**src/rtl/wtp_map.vh**
```
// Register map, field positions, reset values and timing counts of the watchdog.
`ifndef WTP_MAP_VH
`define WTP_MAP_VH

// ---------------------------------------------------------------
// Register addresses
// ---------------------------------------------------------------
`define WTP_ADDR_W 14
`define WTP_OPT_ADDR 14'h0081
`define WTP_OPT_ADDR_HI 14'h0181
`define WTP_CFG_ADDR 14'h2007
`define WTP_STAT_ADDR 14'h0300
`define WTP_ISTAT_ADDR 14'h0301
`define WTP_IMASK_ADDR 14'h0302

// ---------------------------------------------------------------
// Fields and reset values
// ---------------------------------------------------------------
`define WTP_OPT_RST 8'hff
`define WTP_OPT_ASSIGN 3
`define WTP_OPT_PS_HI 2
`define WTP_OPT_PS_LO 0
`define WTP_CFG_WDOG_EN 2
`define WTP_STAT_TO 0
`define WTP_STAT_SLEEP 1
`define WTP_STAT_WRST 2
`define WTP_EV_RESET 0
`define WTP_EV_WAKE 1
`define WTP_EV_W 2
`define WTP_STAT_RST 8'h01

// ---------------------------------------------------------------
// Timing
// ---------------------------------------------------------------
`define WTP_CLK_PERIOD_NS 100
`define WTP_RC_PERIOD_NS 1000
`define WTP_RC_CYCLES (`WTP_RC_PERIOD_NS / `WTP_CLK_PERIOD_NS)
`define WTP_CAPTURE_CYCLES 3

`endif

```
**src/rtl/wtp_counter.v**
```verilog
// Watchdog counter with the shared prescaler in front of it.
`timescale 1ns/10ps
`include "wtp_map.vh"

module wtp_counter #(
    parameter CNT_W = 8
)(
    // Clock and reset
    input wire ref_clk,
    input wire resetn,
    // Control
    input wire osc_tick,
    input wire run,
    input wire clear_all,
    input wire clear_pre,
    input wire prescaler_assign_select,
    input wire [2:0] prescale_ratio,
    // Results
    output reg [CNT_W-1:0] watchdog_counter_q,
    output reg [6:0] prescale_count_q,
    output wire time_out
);

    // ---------------------------------------------------------------
    // Ratio decode
    // ---------------------------------------------------------------
    // The prescaler step is 2**ratio, so 1:1 up to 1:128.
    function [6:0] ratio_last;
        input [2:0] r;
        begin
            ratio_last = 7'h7f >> (3'd7 - r);
        end
    endfunction

    wire pre_wrap;
    wire step;

    assign pre_wrap = (prescale_count_q == ratio_last(prescale_ratio));
    assign step = run && osc_tick && (!prescaler_assign_select || pre_wrap);
    assign time_out = step && (&watchdog_counter_q);

    // ---------------------------------------------------------------
    // Counters
    // ---------------------------------------------------------------
    always @(posedge ref_clk or negedge resetn)
    begin
        if (!resetn)
        begin
            watchdog_counter_q <= {CNT_W{1'b0}};
            prescale_count_q <= 7'h00;
        end
        else if (clear_all)
        begin
            watchdog_counter_q <= {CNT_W{1'b0}};
            prescale_count_q <= 7'h00;
        end
        else
        begin
            if (clear_pre || (step && prescaler_assign_select))
                prescale_count_q <= 7'h00;
            else if (run && osc_tick && prescaler_assign_select)
                prescale_count_q <= prescale_count_q + 7'h01;
            if (step)
                watchdog_counter_q <= watchdog_counter_q + {{(CNT_W-1){1'b0}}, 1'b1};
        end
    end

endmodule // wtp_counter

```
**src/rtl/wtp_watchdog.v**
```verilog
// Watchdog timer with prescaler: top level, register file and sleep control.
`timescale 1ns/10ps
`include "wtp_map.vh"

module wtp_watchdog #(
    parameter CNT_W = 8,
    parameter RC_CYCLES = `WTP_RC_CYCLES
)(
    // Clock and reset
    input wire ref_clk,
    input wire resetn,
    // Configuration fuses, static after power-up
    input wire [7:0] cfg_word,
    // Core instruction strobes and wake sources
    input wire clear_watchdog_instr,
    input wire sleep_instr,
    input wire irq_wake,
    // Register port
    input wire [13:0] reg_addr,
    input wire [7:0] reg_wdata,
    input wire reg_wr,
    input wire reg_rd,
    output reg [7:0] reg_rdata,
    // Core control
    output reg core_sleep,
    output reg wdt_reset,
    output reg wdt_wake,
    output wire [7:0] option_out,
    // Interrupt
    output wire irq
);

    // ---------------------------------------------------------------
    // Declarations
    // ---------------------------------------------------------------
    localparam ST_CAPTURE = 2'd0;
    localparam ST_RUN = 2'd1;
    localparam ST_SLEEP = 2'd2;

    reg [1:0] state_q;
    reg [1:0] state_d;
    reg [7:0] cfg_meta_q;
    reg [7:0] cfg_sync_q;
    reg [7:0] cfg_word_q;
    reg [1:0] capture_cnt_q;
    reg [7:0] option_q;
    reg [7:0] option_d;
    reg time_out_flag_q;
    reg time_out_flag_d;
    reg wdt_rst_seen_q;
    reg wdt_rst_seen_d;
    reg [`WTP_EV_W-1:0] ev_status_q;
    reg [`WTP_EV_W-1:0] ev_status_d;
    reg [`WTP_EV_W-1:0] ev_mask_q;
    reg [15:0] osc_div_q;
    reg osc_tick_q;
    reg [7:0] rdata_d;

    wire watchdog_enable_fuse;
    wire prescaler_assign_select;
    wire [2:0] prescale_ratio;
    wire counting;
    wire clear_all;
    wire time_out;
    wire [CNT_W-1:0] watchdog_counter;
    wire [6:0] prescale_count;
    wire wr_opt;
    wire wr_istat;
    wire wr_imask;
    wire [`WTP_EV_W-1:0] ev_set;
    wire [7:0] status_rd;

    // ---------------------------------------------------------------
    // Address decode
    // ---------------------------------------------------------------
    // The option register answers at both of its banked addresses.
    function is_opt;
        input [13:0] a;
        begin
            is_opt = (a == `WTP_OPT_ADDR) || (a == `WTP_OPT_ADDR_HI);
        end
    endfunction

    assign wr_opt = reg_wr && is_opt(reg_addr);
    assign wr_istat = reg_wr && (reg_addr == `WTP_ISTAT_ADDR);
    assign wr_imask = reg_wr && (reg_addr == `WTP_IMASK_ADDR);

    // ---------------------------------------------------------------
    // Fuse capture
    // ---------------------------------------------------------------
    // The fuse byte is a pin level, so it passes two flops first and is
    // held from then on; later pin changes have no effect until reset.
    always @(posedge ref_clk or negedge resetn)
    begin
        if (!resetn)
        begin
            cfg_meta_q <= 8'h00;
            cfg_sync_q <= 8'h00;
        end
        else
        begin
            cfg_meta_q <= cfg_word;
            cfg_sync_q <= cfg_meta_q;
        end
    end

    always @(posedge ref_clk or negedge resetn)
    begin
        if (!resetn)
        begin
            cfg_word_q <= 8'h00;
            capture_cnt_q <= 2'd0;
        end
        else if (state_q == ST_CAPTURE)
        begin
            capture_cnt_q <= capture_cnt_q + 2'd1;
            if (capture_cnt_q == 2'd2)
                cfg_word_q <= cfg_sync_q;
        end
    end

    assign watchdog_enable_fuse = cfg_word_q[`WTP_CFG_WDOG_EN];

    // ---------------------------------------------------------------
    // Watchdog oscillator
    // ---------------------------------------------------------------
    // A divider of its own that no core clock gate or sleep state reaches,
    // so the count keeps going while the core is stopped.
    always @(posedge ref_clk or negedge resetn)
    begin
        if (!resetn)
        begin
            osc_div_q <= 16'h0000;
            osc_tick_q <= 1'b0;
        end
        else if (osc_div_q == RC_CYCLES[15:0] - 16'h0001)
        begin
            osc_div_q <= 16'h0000;
            osc_tick_q <= 1'b1;
        end
        else
        begin
            osc_div_q <= osc_div_q + 16'h0001;
            osc_tick_q <= 1'b0;
        end
    end

    // ---------------------------------------------------------------
    // Counter and prescaler
    // ---------------------------------------------------------------
    assign prescaler_assign_select = option_q[`WTP_OPT_ASSIGN];
    assign prescale_ratio = option_q[`WTP_OPT_PS_HI:`WTP_OPT_PS_LO];
    assign counting = watchdog_enable_fuse && (state_q != ST_CAPTURE);
    assign clear_all = (clear_watchdog_instr || sleep_instr) && (state_q == ST_RUN);

    wtp_counter #(
        .CNT_W(CNT_W)
    ) u_counter (
        .ref_clk(ref_clk),
        .resetn(resetn),
        .osc_tick(osc_tick_q),
        .run(counting),
        .clear_all(clear_all || wdt_reset),
        .clear_pre(wr_opt && !reg_wdata[`WTP_OPT_ASSIGN]),
        .prescaler_assign_select(prescaler_assign_select),
        .prescale_ratio(prescale_ratio),
        .watchdog_counter_q(watchdog_counter),
        .prescale_count_q(prescale_count),
        .time_out(time_out)
    );

    // ---------------------------------------------------------------
    // Core state
    // ---------------------------------------------------------------
    always @*
    begin
        state_d = state_q;
        case (state_q)
            ST_CAPTURE:
            begin
                if (capture_cnt_q == 2'd2)
                    state_d = ST_RUN;
            end
            ST_RUN:
            begin
                if (sleep_instr && !time_out)
                    state_d = ST_SLEEP;
            end
            ST_SLEEP:
            begin
                if (time_out || irq_wake)
                    state_d = ST_RUN;
            end
            default:
            begin
                state_d = ST_CAPTURE;
            end
        endcase
    end

    always @(posedge ref_clk or negedge resetn)
    begin
        if (!resetn)
        begin
            state_q <= ST_CAPTURE;
            core_sleep <= 1'b0;
            wdt_reset <= 1'b0;
            wdt_wake <= 1'b0;
        end
        else
        begin
            state_q <= state_d;
            core_sleep <= (state_d == ST_SLEEP);
            wdt_reset <= time_out && (state_q == ST_RUN);
            wdt_wake <= time_out && (state_q == ST_SLEEP);
        end
    end

    // ---------------------------------------------------------------
    // Option register and status flags
    // ---------------------------------------------------------------
    // The prescaler assignment is changed by a register write or reloaded by a watchdog reset;
    // a clear-watchdog leaves it alone.
    always @*
    begin
        option_d = option_q;
        if (wr_opt)
            option_d = reg_wdata;
        if (time_out && (state_q == ST_RUN))
            option_d = `WTP_OPT_RST;
    end

    always @*
    begin
        time_out_flag_d = time_out_flag_q;
        wdt_rst_seen_d = wdt_rst_seen_q;
        if (clear_all)
        begin
            time_out_flag_d = 1'b1;
            wdt_rst_seen_d = 1'b0;
        end
        if (time_out)
            time_out_flag_d = 1'b0;
        if (time_out && (state_q == ST_RUN))
            wdt_rst_seen_d = 1'b1;
    end

    always @(posedge ref_clk or negedge resetn)
    begin
        if (!resetn)
        begin
            option_q <= `WTP_OPT_RST;
            time_out_flag_q <= 1'b1;
            wdt_rst_seen_q <= 1'b0;
        end
        else
        begin
            option_q <= option_d;
            time_out_flag_q <= time_out_flag_d;
            wdt_rst_seen_q <= wdt_rst_seen_d;
        end
    end

    assign option_out = option_q;

    // ---------------------------------------------------------------
    // Interrupt status and mask
    // ---------------------------------------------------------------
    // A write of one clears a bit, but an event in the same cycle wins.
    assign ev_set = {time_out && (state_q == ST_SLEEP), time_out && (state_q == ST_RUN)};

    always @*
    begin
        ev_status_d = ev_status_q;
        if (wr_istat)
            ev_status_d = ev_status_q & ~reg_wdata[`WTP_EV_W-1:0];
        ev_status_d = ev_status_d | ev_set;
    end

    always @(posedge ref_clk or negedge resetn)
    begin
        if (!resetn)
        begin
            ev_status_q <= {`WTP_EV_W{1'b0}};
            ev_mask_q <= {`WTP_EV_W{1'b0}};
        end
        else
        begin
            ev_status_q <= ev_status_d;
            if (wr_imask)
                ev_mask_q <= reg_wdata[`WTP_EV_W-1:0];
        end
    end

    assign irq = |(ev_status_q & ev_mask_q);

    // ---------------------------------------------------------------
    // Read port
    // ---------------------------------------------------------------
    assign status_rd = {5'h00, wdt_rst_seen_q, core_sleep, time_out_flag_q};

    always @*
    begin
        rdata_d = 8'h00;
        if (is_opt(reg_addr))
            rdata_d = option_q;
        else if (reg_addr == `WTP_CFG_ADDR)
            rdata_d = cfg_word_q;
        else if (reg_addr == `WTP_STAT_ADDR)
            rdata_d = status_rd;
        else if (reg_addr == `WTP_ISTAT_ADDR)
            rdata_d = {6'h00, ev_status_q};
        else if (reg_addr == `WTP_IMASK_ADDR)
            rdata_d = {6'h00, ev_mask_q};
    end

    // Read data stand only in the cycle after the strobe, zero otherwise.
    always @(posedge ref_clk or negedge resetn)
    begin
        if (!resetn)
            reg_rdata <= 8'h00;
        else if (reg_rd)
            reg_rdata <= rdata_d;
        else
            reg_rdata <= 8'h00;
    end

endmodule // wtp_watchdog

```
**config.mk**
```make
export PLATFORM = sky130hd
export DESIGN_NAME = wtp_watchdog
export DESIGN_NICKNAME = d
export VERILOG_FILES = /design/src/rtl/wtp_counter.v /design/src/rtl/wtp_watchdog.v
export VERILOG_INCLUDE_DIRS = /design/src /design/src/rtl
export SDC_FILE = /design/constraint.sdc
export NUM_CORES = 1
export LEC_CHECK = 0
export ABC_AREA = 1
export BUFFER_PORTS_ARGS = -buffer_cell sky130_fd_sc_hd__buf_2
export CAP_MARGIN = 15
export CORE_MARGIN = 2
export CORE_UTILIZATION = 35
export CTS_CLUSTER_DIAMETER = 150
export CTS_CLUSTER_SIZE = 10
export DETAILED_ROUTE_END_ITERATION = 6
export PLACE_DENSITY = 0.62
export SYNTH_ARGS = -nofsm -noshare
export SYNTH_HDL_FRONTEND = slang
export SYNTH_SLANG_ARGS = --single-unit
```
**constraint.sdc**
```tcl
create_clock -name ref_clk -period 4.3 [get_ports ref_clk]
set_clock_uncertainty 0.15 [all_clocks]
set_input_delay 0.43 -clock ref_clk [delete_from_list [all_inputs] [get_ports ref_clk]]
set_output_delay 0.43 -clock ref_clk [all_outputs]
set_load 0.005 [all_outputs]
```
# [Word-level counts from Yosys, hierarchy flattened]
# Cells that the tools add are included.
[word_totals] register_bits=85 in_bits=37 elab_cells=97
[op_classes] addsub=5 n_eq_ne=12 n_shift=1 mux=24 n_bitwise=4 reduce_logical=33
[ops] op="2-to-1 mux 8 bit" count=7
[ops] op="equality test 14 x 10 -> 1 bit, second input constant" count=3
[ops] op="2-to-1 mux 7 bit" count=3
[ops] op="adder 16 x 1 -> 16 bit, second input constant" count=1
[ops] op="equality test 16 x 4 -> 1 bit, second input constant" count=1
[ops] op="2-to-1 mux 16 bit" count=1
[ops] op="equality test 14 bit, second input constant" count=1
[ops] op="equality test 14 x 8 -> 1 bit, second input constant" count=1
[ops] op="equality test 14 x 9 -> 1 bit, second input constant" count=1
[ops] op="logical AND 1 bit" count=14
[ops] op="2-to-1 mux 2 bit" count=6
[ops] op="nonzero test 2 bit" count=5
[ops] op="adder 8 x 1 -> 8 bit, second input constant" count=1
[ops] op="AND reduction 8 bit" count=1
[ops] op="adder 7 x 1 -> 7 bit, second input constant" count=1
[ops] op="equality test 7 bit" count=1
[ops] op="right shift 7 x 3 -> 7 bit, first input constant" count=1
[ops] op="equality test 2 bit, second input constant" count=3
[ops] op="logical OR 1 bit" count=6
[ops] op="case mux 2 bit (3 select lines)" count=1
[ops] op="2-to-1 mux 1 bit" count=5
[ops] op="bitwise AND 2 bit" count=2
[ops] op="logical NOT 1 bit" count=3
[ops] op="2-to-1 mux 3 bit" count=1
[ops] op="other kinds (9)" count=9

# [Logic depth before layout (Yosys ltp)]
[logic_depth] word_depth=11 depth_mapped=13

# [Cells and area by module]
# A second synthesis with hierarchy kept.
[unflattened] cells_unflattened=459 area_unflattened_um2=4031.4
[by_module_without_submodules] mod="wtp_watchdog" instances=1 cells_per_inst=316 area_each_um2=3007.9 seq_area_each_um2=1762.9
[by_module_without_submodules] mod="wtp_counter" instances=1 cells_per_inst=143 area_each_um2=1023.5 seq_area_each_um2=375.4

# [Worst setup path after synthesis]
# No wires, ideal clock.
[synth_timing] kind="flip-flop to flip-flop" start="reg option_q[2], in the netlist option_out[2]" end="reg ev_status_q[0]" t_arrival_ns=1.477 required_ns=4.029 path_slack_ns=2.553 path_stages_with_launch=14 period_less_slack_ns=1.747 path_cell_list="dfstp_2 buf_6 nand2_1 nand2_1 nand2_1 nand2_1 nor2_1 nand3_1 nand2_2 nand2_4 clkinv_2 nand3_2 buf_6 nand2_1"
[synth_between] elab_chain_len=8
[synth_rtl] item="start, declared" line_no="wtp_watchdog.v:46" rtl="reg [7:0] option_q;"
[synth_rtl] item="start signal, assigned" line_no="wtp_watchdog.v:252" rtl="option_q <= `WTP_OPT_RST;"
[synth_rtl] item="start signal, assigned" line_no="wtp_watchdog.v:258" rtl="option_q <= option_d;"
[synth_rtl] item="subtractor 3 bit" line_no="wtp_counter.v:31" rtl="ratio_last = 7'h7f >> (3'd7 - r);"
[synth_rtl] item="right shift 7 x 3 -> 7 bit" line_no="wtp_counter.v:31"
[synth_rtl] item="equality test 7 bit" line_no="wtp_counter.v:38" rtl="assign pre_wrap = (prescale_count_q == ratio_last(prescale_ratio));"
[synth_rtl] item="logical OR 1 bit" line_no="wtp_counter.v:39" rtl="assign step = run && osc_tick && (!prescaler_assign_select || pre_wrap);"
[synth_rtl] item="logical AND 1 bit" line_no="wtp_counter.v:39"
[synth_rtl] item="logical AND 1 bit" line_no="wtp_counter.v:40" rtl="assign time_out = step && (&watchdog_counter_q);"
[synth_rtl] item="logical AND 1 bit" line_no="wtp_watchdog.v:270" rtl="assign ev_set = {time_out && (state_q == ST_SLEEP), time_out && (state_q == ST_RUN)};"
[synth_rtl] item="OR 2 bit" line_no="wtp_watchdog.v:277" rtl="ev_status_d = ev_status_d | ev_set;"
[synth_rtl] item="named net ev_status_d[0]" line_no="wtp_watchdog.v:53" rtl="reg [`WTP_EV_W-1:0] ev_status_d;"
[synth_rtl] item="end signal, assigned" line_no="wtp_watchdog.v:284" rtl="ev_status_q <= {`WTP_EV_W{1'b0}};"
[synth_rtl] item="end signal, assigned" line_no="wtp_watchdog.v:289" rtl="ev_status_q <= ev_status_d;"
[synth_rtl] item="end, declared" line_no="wtp_watchdog.v:52" rtl="reg [`WTP_EV_W-1:0] ev_status_q;"
# The timed path passes the listed nets, and every way through them passes these cells.
# A chain may end at the register's enable or synchronous reset.

# [Worst setup path in the final report]
[layout_timing] start="reg option_q[2], in the netlist option_out[2]" end="reg option_q[5], in the netlist option_out[5]"
[layout_between] elab_chain_len=8
[layout_rtl] item="subtractor 3 bit (*)" line_no="wtp_counter.v:31"
[layout_rtl] item="right shift 7 x 3 -> 7 bit (*)" line_no="wtp_counter.v:31"
[layout_rtl] item="equality test 7 bit (*)" line_no="wtp_counter.v:38"
[layout_rtl] item="logical OR 1 bit (*)" line_no="wtp_counter.v:39"
[layout_rtl] item="logical AND 1 bit (*)" line_no="wtp_counter.v:39"
[layout_rtl] item="logical AND 1 bit (*)" line_no="wtp_counter.v:40"
[layout_rtl] item="logical AND 1 bit (*)" line_no="wtp_watchdog.v:229" rtl="if (time_out && (state_q == ST_RUN))"
[layout_rtl] item="2-to-1 mux 8 bit / nonzero test 2 bit (equally long branches)"
# Every way passes the cells marked *; elsewhere a longest branch is shown, timed or not.

==> summary.md <==
| Metric | Value |
|---|---|
| Avg Cell Area, Syn | `9.02 µm²` |
| Critical path's slowest cell | `dfstp_2` |
| Via count | `3,112` |
| Initial Utilization | `36.1%` |
| Slew margin rel. | `69.6%` |
| Remaining antenna violation count | `0` |
| Number of H-tree levels | `3` |
| Initial antenna violation count | `0` |
| Number of fill cells | `1,059` |
| Antenna cells | `0` |
| Setup TNS | `0 ps` |
| Arr. time, crit path | `2160 ps` |
| Post-synthesis cell count | `438` |
| Die ar. | `12,200 µm²` |
| Hold violation total from the final report | `0` |
| Num CTS Buffers | `9` |
| Final worst-path cycle share | `47.4%` |
| Worst setup SP type | `flop` |
| Ys flop type | `dfrtp_1` |
| EDFF count, synth | `0` |
| Router iterations before antenna repair | `4` |
| Power Dens Cells | `438 nW/µm²` |
| DR iter-0 viols | `177` |
| Mapped Area | `3950 µm²` |
| CTS tree | `built` |
| CTS Buffer Depth | `2` |
| Critical path peak fanout | `11` |
| GRT Util Overall | `14.5%` |
| Largest net degree at the start of global routing | `86` |
| Maxcap violations | `0` |
| I/O pin count | `57` |
| CP Data Required Time | `4420 ps` |
| Avg WL per Cell | `12.6 µm` |
| Clock latency on the worst-skew pair | `340 ps` |
| FMAX | `490 MHz` |
| Cell Chain, Critical Path | `inv_1 > nand3_1 > nand2_1 > nor2_1 > nand3_1 > nand2_2 > nand2_4 > clkinv_2 > nand3_2 > nand2_1` |
| WS Path Type | `flop to flop` |
| CTS Sinks | `85` |
| GP Congestion | `0.877` |
| WL final | `8.13 mm` |
| Peak supply drop | `0.255 mV` |
| Synth top area cells | `dfrtp_1 (48%), nand2_1 (8.1%), dfstp_2 (6.0%), inv_1 (4.9%), nand3_1 (4.7%)` |
| Crit path largest cell delay | `660 ps` |
| Synthesized flop and latch total | `85` |
| Post-synthesis cell type count | `36` |
| Vias in the first global route | `2,951` |
| Final Power | `0.00208 W` |
| Row count | `38` |
| Remaining global-route overflow | `0` |
| Dpl cell area | `4370 µm²` |
| Sequential area share after synthesis | `54.1%` |
| Net count reported at finish | `544` |
| Post-Syn Nets | `480` |
| PortBufs | `56` |
| Clk pin slew, worst setup/hold paths | `60 ps` |
| Core ar. | `10,900 µm²` |
| Leakage Power | `2.34 nW` |
| Status | `completed` |
| First-pass GRT wire length | `13.4 mm` |
| Finished Cell Area | `4740 µm²` |
| CP top delay family | `simple AND/OR/NAND/NOR gates` |
| # setup viols final | `0` |
| Synth warnings | `0` |
| Layout area overhead | `19.9%` |
| Area leader, netlist | `dfrtp_1` |
| Worst min path class | `input pin to flop` |
| Top-area cell type share of the netlist area | `48.1%` |
| Buf/Inv on CP | `2` |
| Async S/R FF share, synth | `100%` |
| Die height | `110 µm` |
| Layout cells sized above 1 | `20.9%` |
| Unrepaired setup endpoints after global routing | `no` |
| DRC | `0` |
| DP HPWL | `5.87 mm` |
| Vias per inst | `4.81` |
| Die width | `110 µm` |
| Pins Over Slew Limit | `0` |
| CP endpoint kind | `flop` |
| Clock Root Buffer | `clkbuf_16` |
| Core Util, Final | `43.3%` |
| Fin Hold WS | `43.9 ps` |
| Minimum clock period | `2040 ps` |
| Most frequent cell after synthesis | `nand2_1` |
| Top cells by count, synth | `nand2_1 (85), dfrtp_1 (76), inv_1 (52)` |
| Worst-Margin Slew | `454 ps` |
-- stage by stage --
step / setup WS [ps] / std cells
floorplan: 2550 / 438
global placement: 2030 / 629
detailed placement: 1970 / 629
CTS: 2240 / 645
global route: 2050 / 647
finish: 2260 / 647
-- flip-flops by register name, indices dropped and copies added, names as in the netlist, 2 cells and up --
name,count
osc_div_q,16
ev_mask_q,2
option_out,8
state_q,2
cfg_word_q,8
cfg_meta_q,8
reg_rdata,8
u_counter.watchdog_counter_q,8
capture_cnt_q,2
u_counter.prescale_count_q,7
cfg_sync_q,8
ev_status_q,2
-- power breakdown --
part | internal (W) | leakage (nW) | switching, W | total [W]
Sequential | 0.000884 | 1.07 | 0.0000604 | 0.000944
Combinational | 0.000121 | 1.10 | 0.000163 | 0.000284
Clock | 0.000519 | 0.159 | 0.000330 | 0.000849
Total | 0.00152 | 2.34 | 0.000554 | 0.00208
-- metal layers --
layer	vias to the layer above	GRT usage (%)	routed length (µm)
met5	-	0	0
met4	0	5.36	124
met3	11	3.47	418
met2	70	22.6	3720
met1	1476	19.5	3870
li1	1555	-	-
-- final timing paths --
check                                   start         endpoint  slack (ps)  depth (start not counted)
worst max register to register  option_out[2]    option_out[5]        2260                         10
max in group asynchronous              resetn  time_out_flag_q        2950                          3
worst min register to register  cfg_meta_q[2]    cfg_sync_q[2]         200                          0
worst max-delay path            option_out[2]    option_out[5]        2260                         10
worst min-delay path              cfg_word[6]    cfg_meta_q[6]          40                          1
min in group asynchronous              resetn    cfg_meta_q[3]         410                          2
-- placed cells by master, fill, tap and decap left out, types with 4 or more instances in the layout --
master,n
ha_1,5
inv_1,52
buf_2,55
nand2_1,85
o21a_1,4
mux2_2,8
nor4_1,4
nor2_1,44
nand4_1,13
dfstp_2,9
nor3_1,8
nand3_1,37
xor2_1,16
mux2i_1,5
clkbuf_16,9
a21oi_1,14
dfrtp_1,76
o21ai_0,26
-- cell families (layout without fill, tap and decap cells) --
| group | count (synthesis) | after routing | synth area share, % |
|---|---|---|---|
| AOI/OAI and AO/OA | 53 | 53 | 7.44 |
| xor gates and xnor gates | 16 | 16 | 3.55 |
| adders and majority gates | 5 | 5 | 1.58 |
| buffers and inverters | 62 | 131 | 6.52 |
| DFF | 85 | 85 | 54.1 |
| muxes | 13 | 13 | 3.55 |
| and+or+nand+nor | 204 | 204 | 23.2 |
-- repair_timing --
action,CTS,global route
resized for setup,0,0
hold buffers,0,1
buffers inserted,0,0
endpoints found under the hold margin,0,24
-- worst reg2reg max path, delay by kind of cell (launching register included) --
kind	cells	cell delay, ps
DFF	1	660
and+or+nand+nor	8	970
buffers and inverters	2	200
-- final cells by class --
class	instances	area, µm²	area share, %
Tap cell	140	175	3.70
Inverter	56	211	4.46
Clock inverter	7	105	2.22
Timing Repair Buffer	59	328	6.92
Sequential cell	85	2140	45.1
Clock buffer	9	225	4.75
Multi-Input combinational cell	291	1550	32.8
Power figures use the tool's default switching activity.
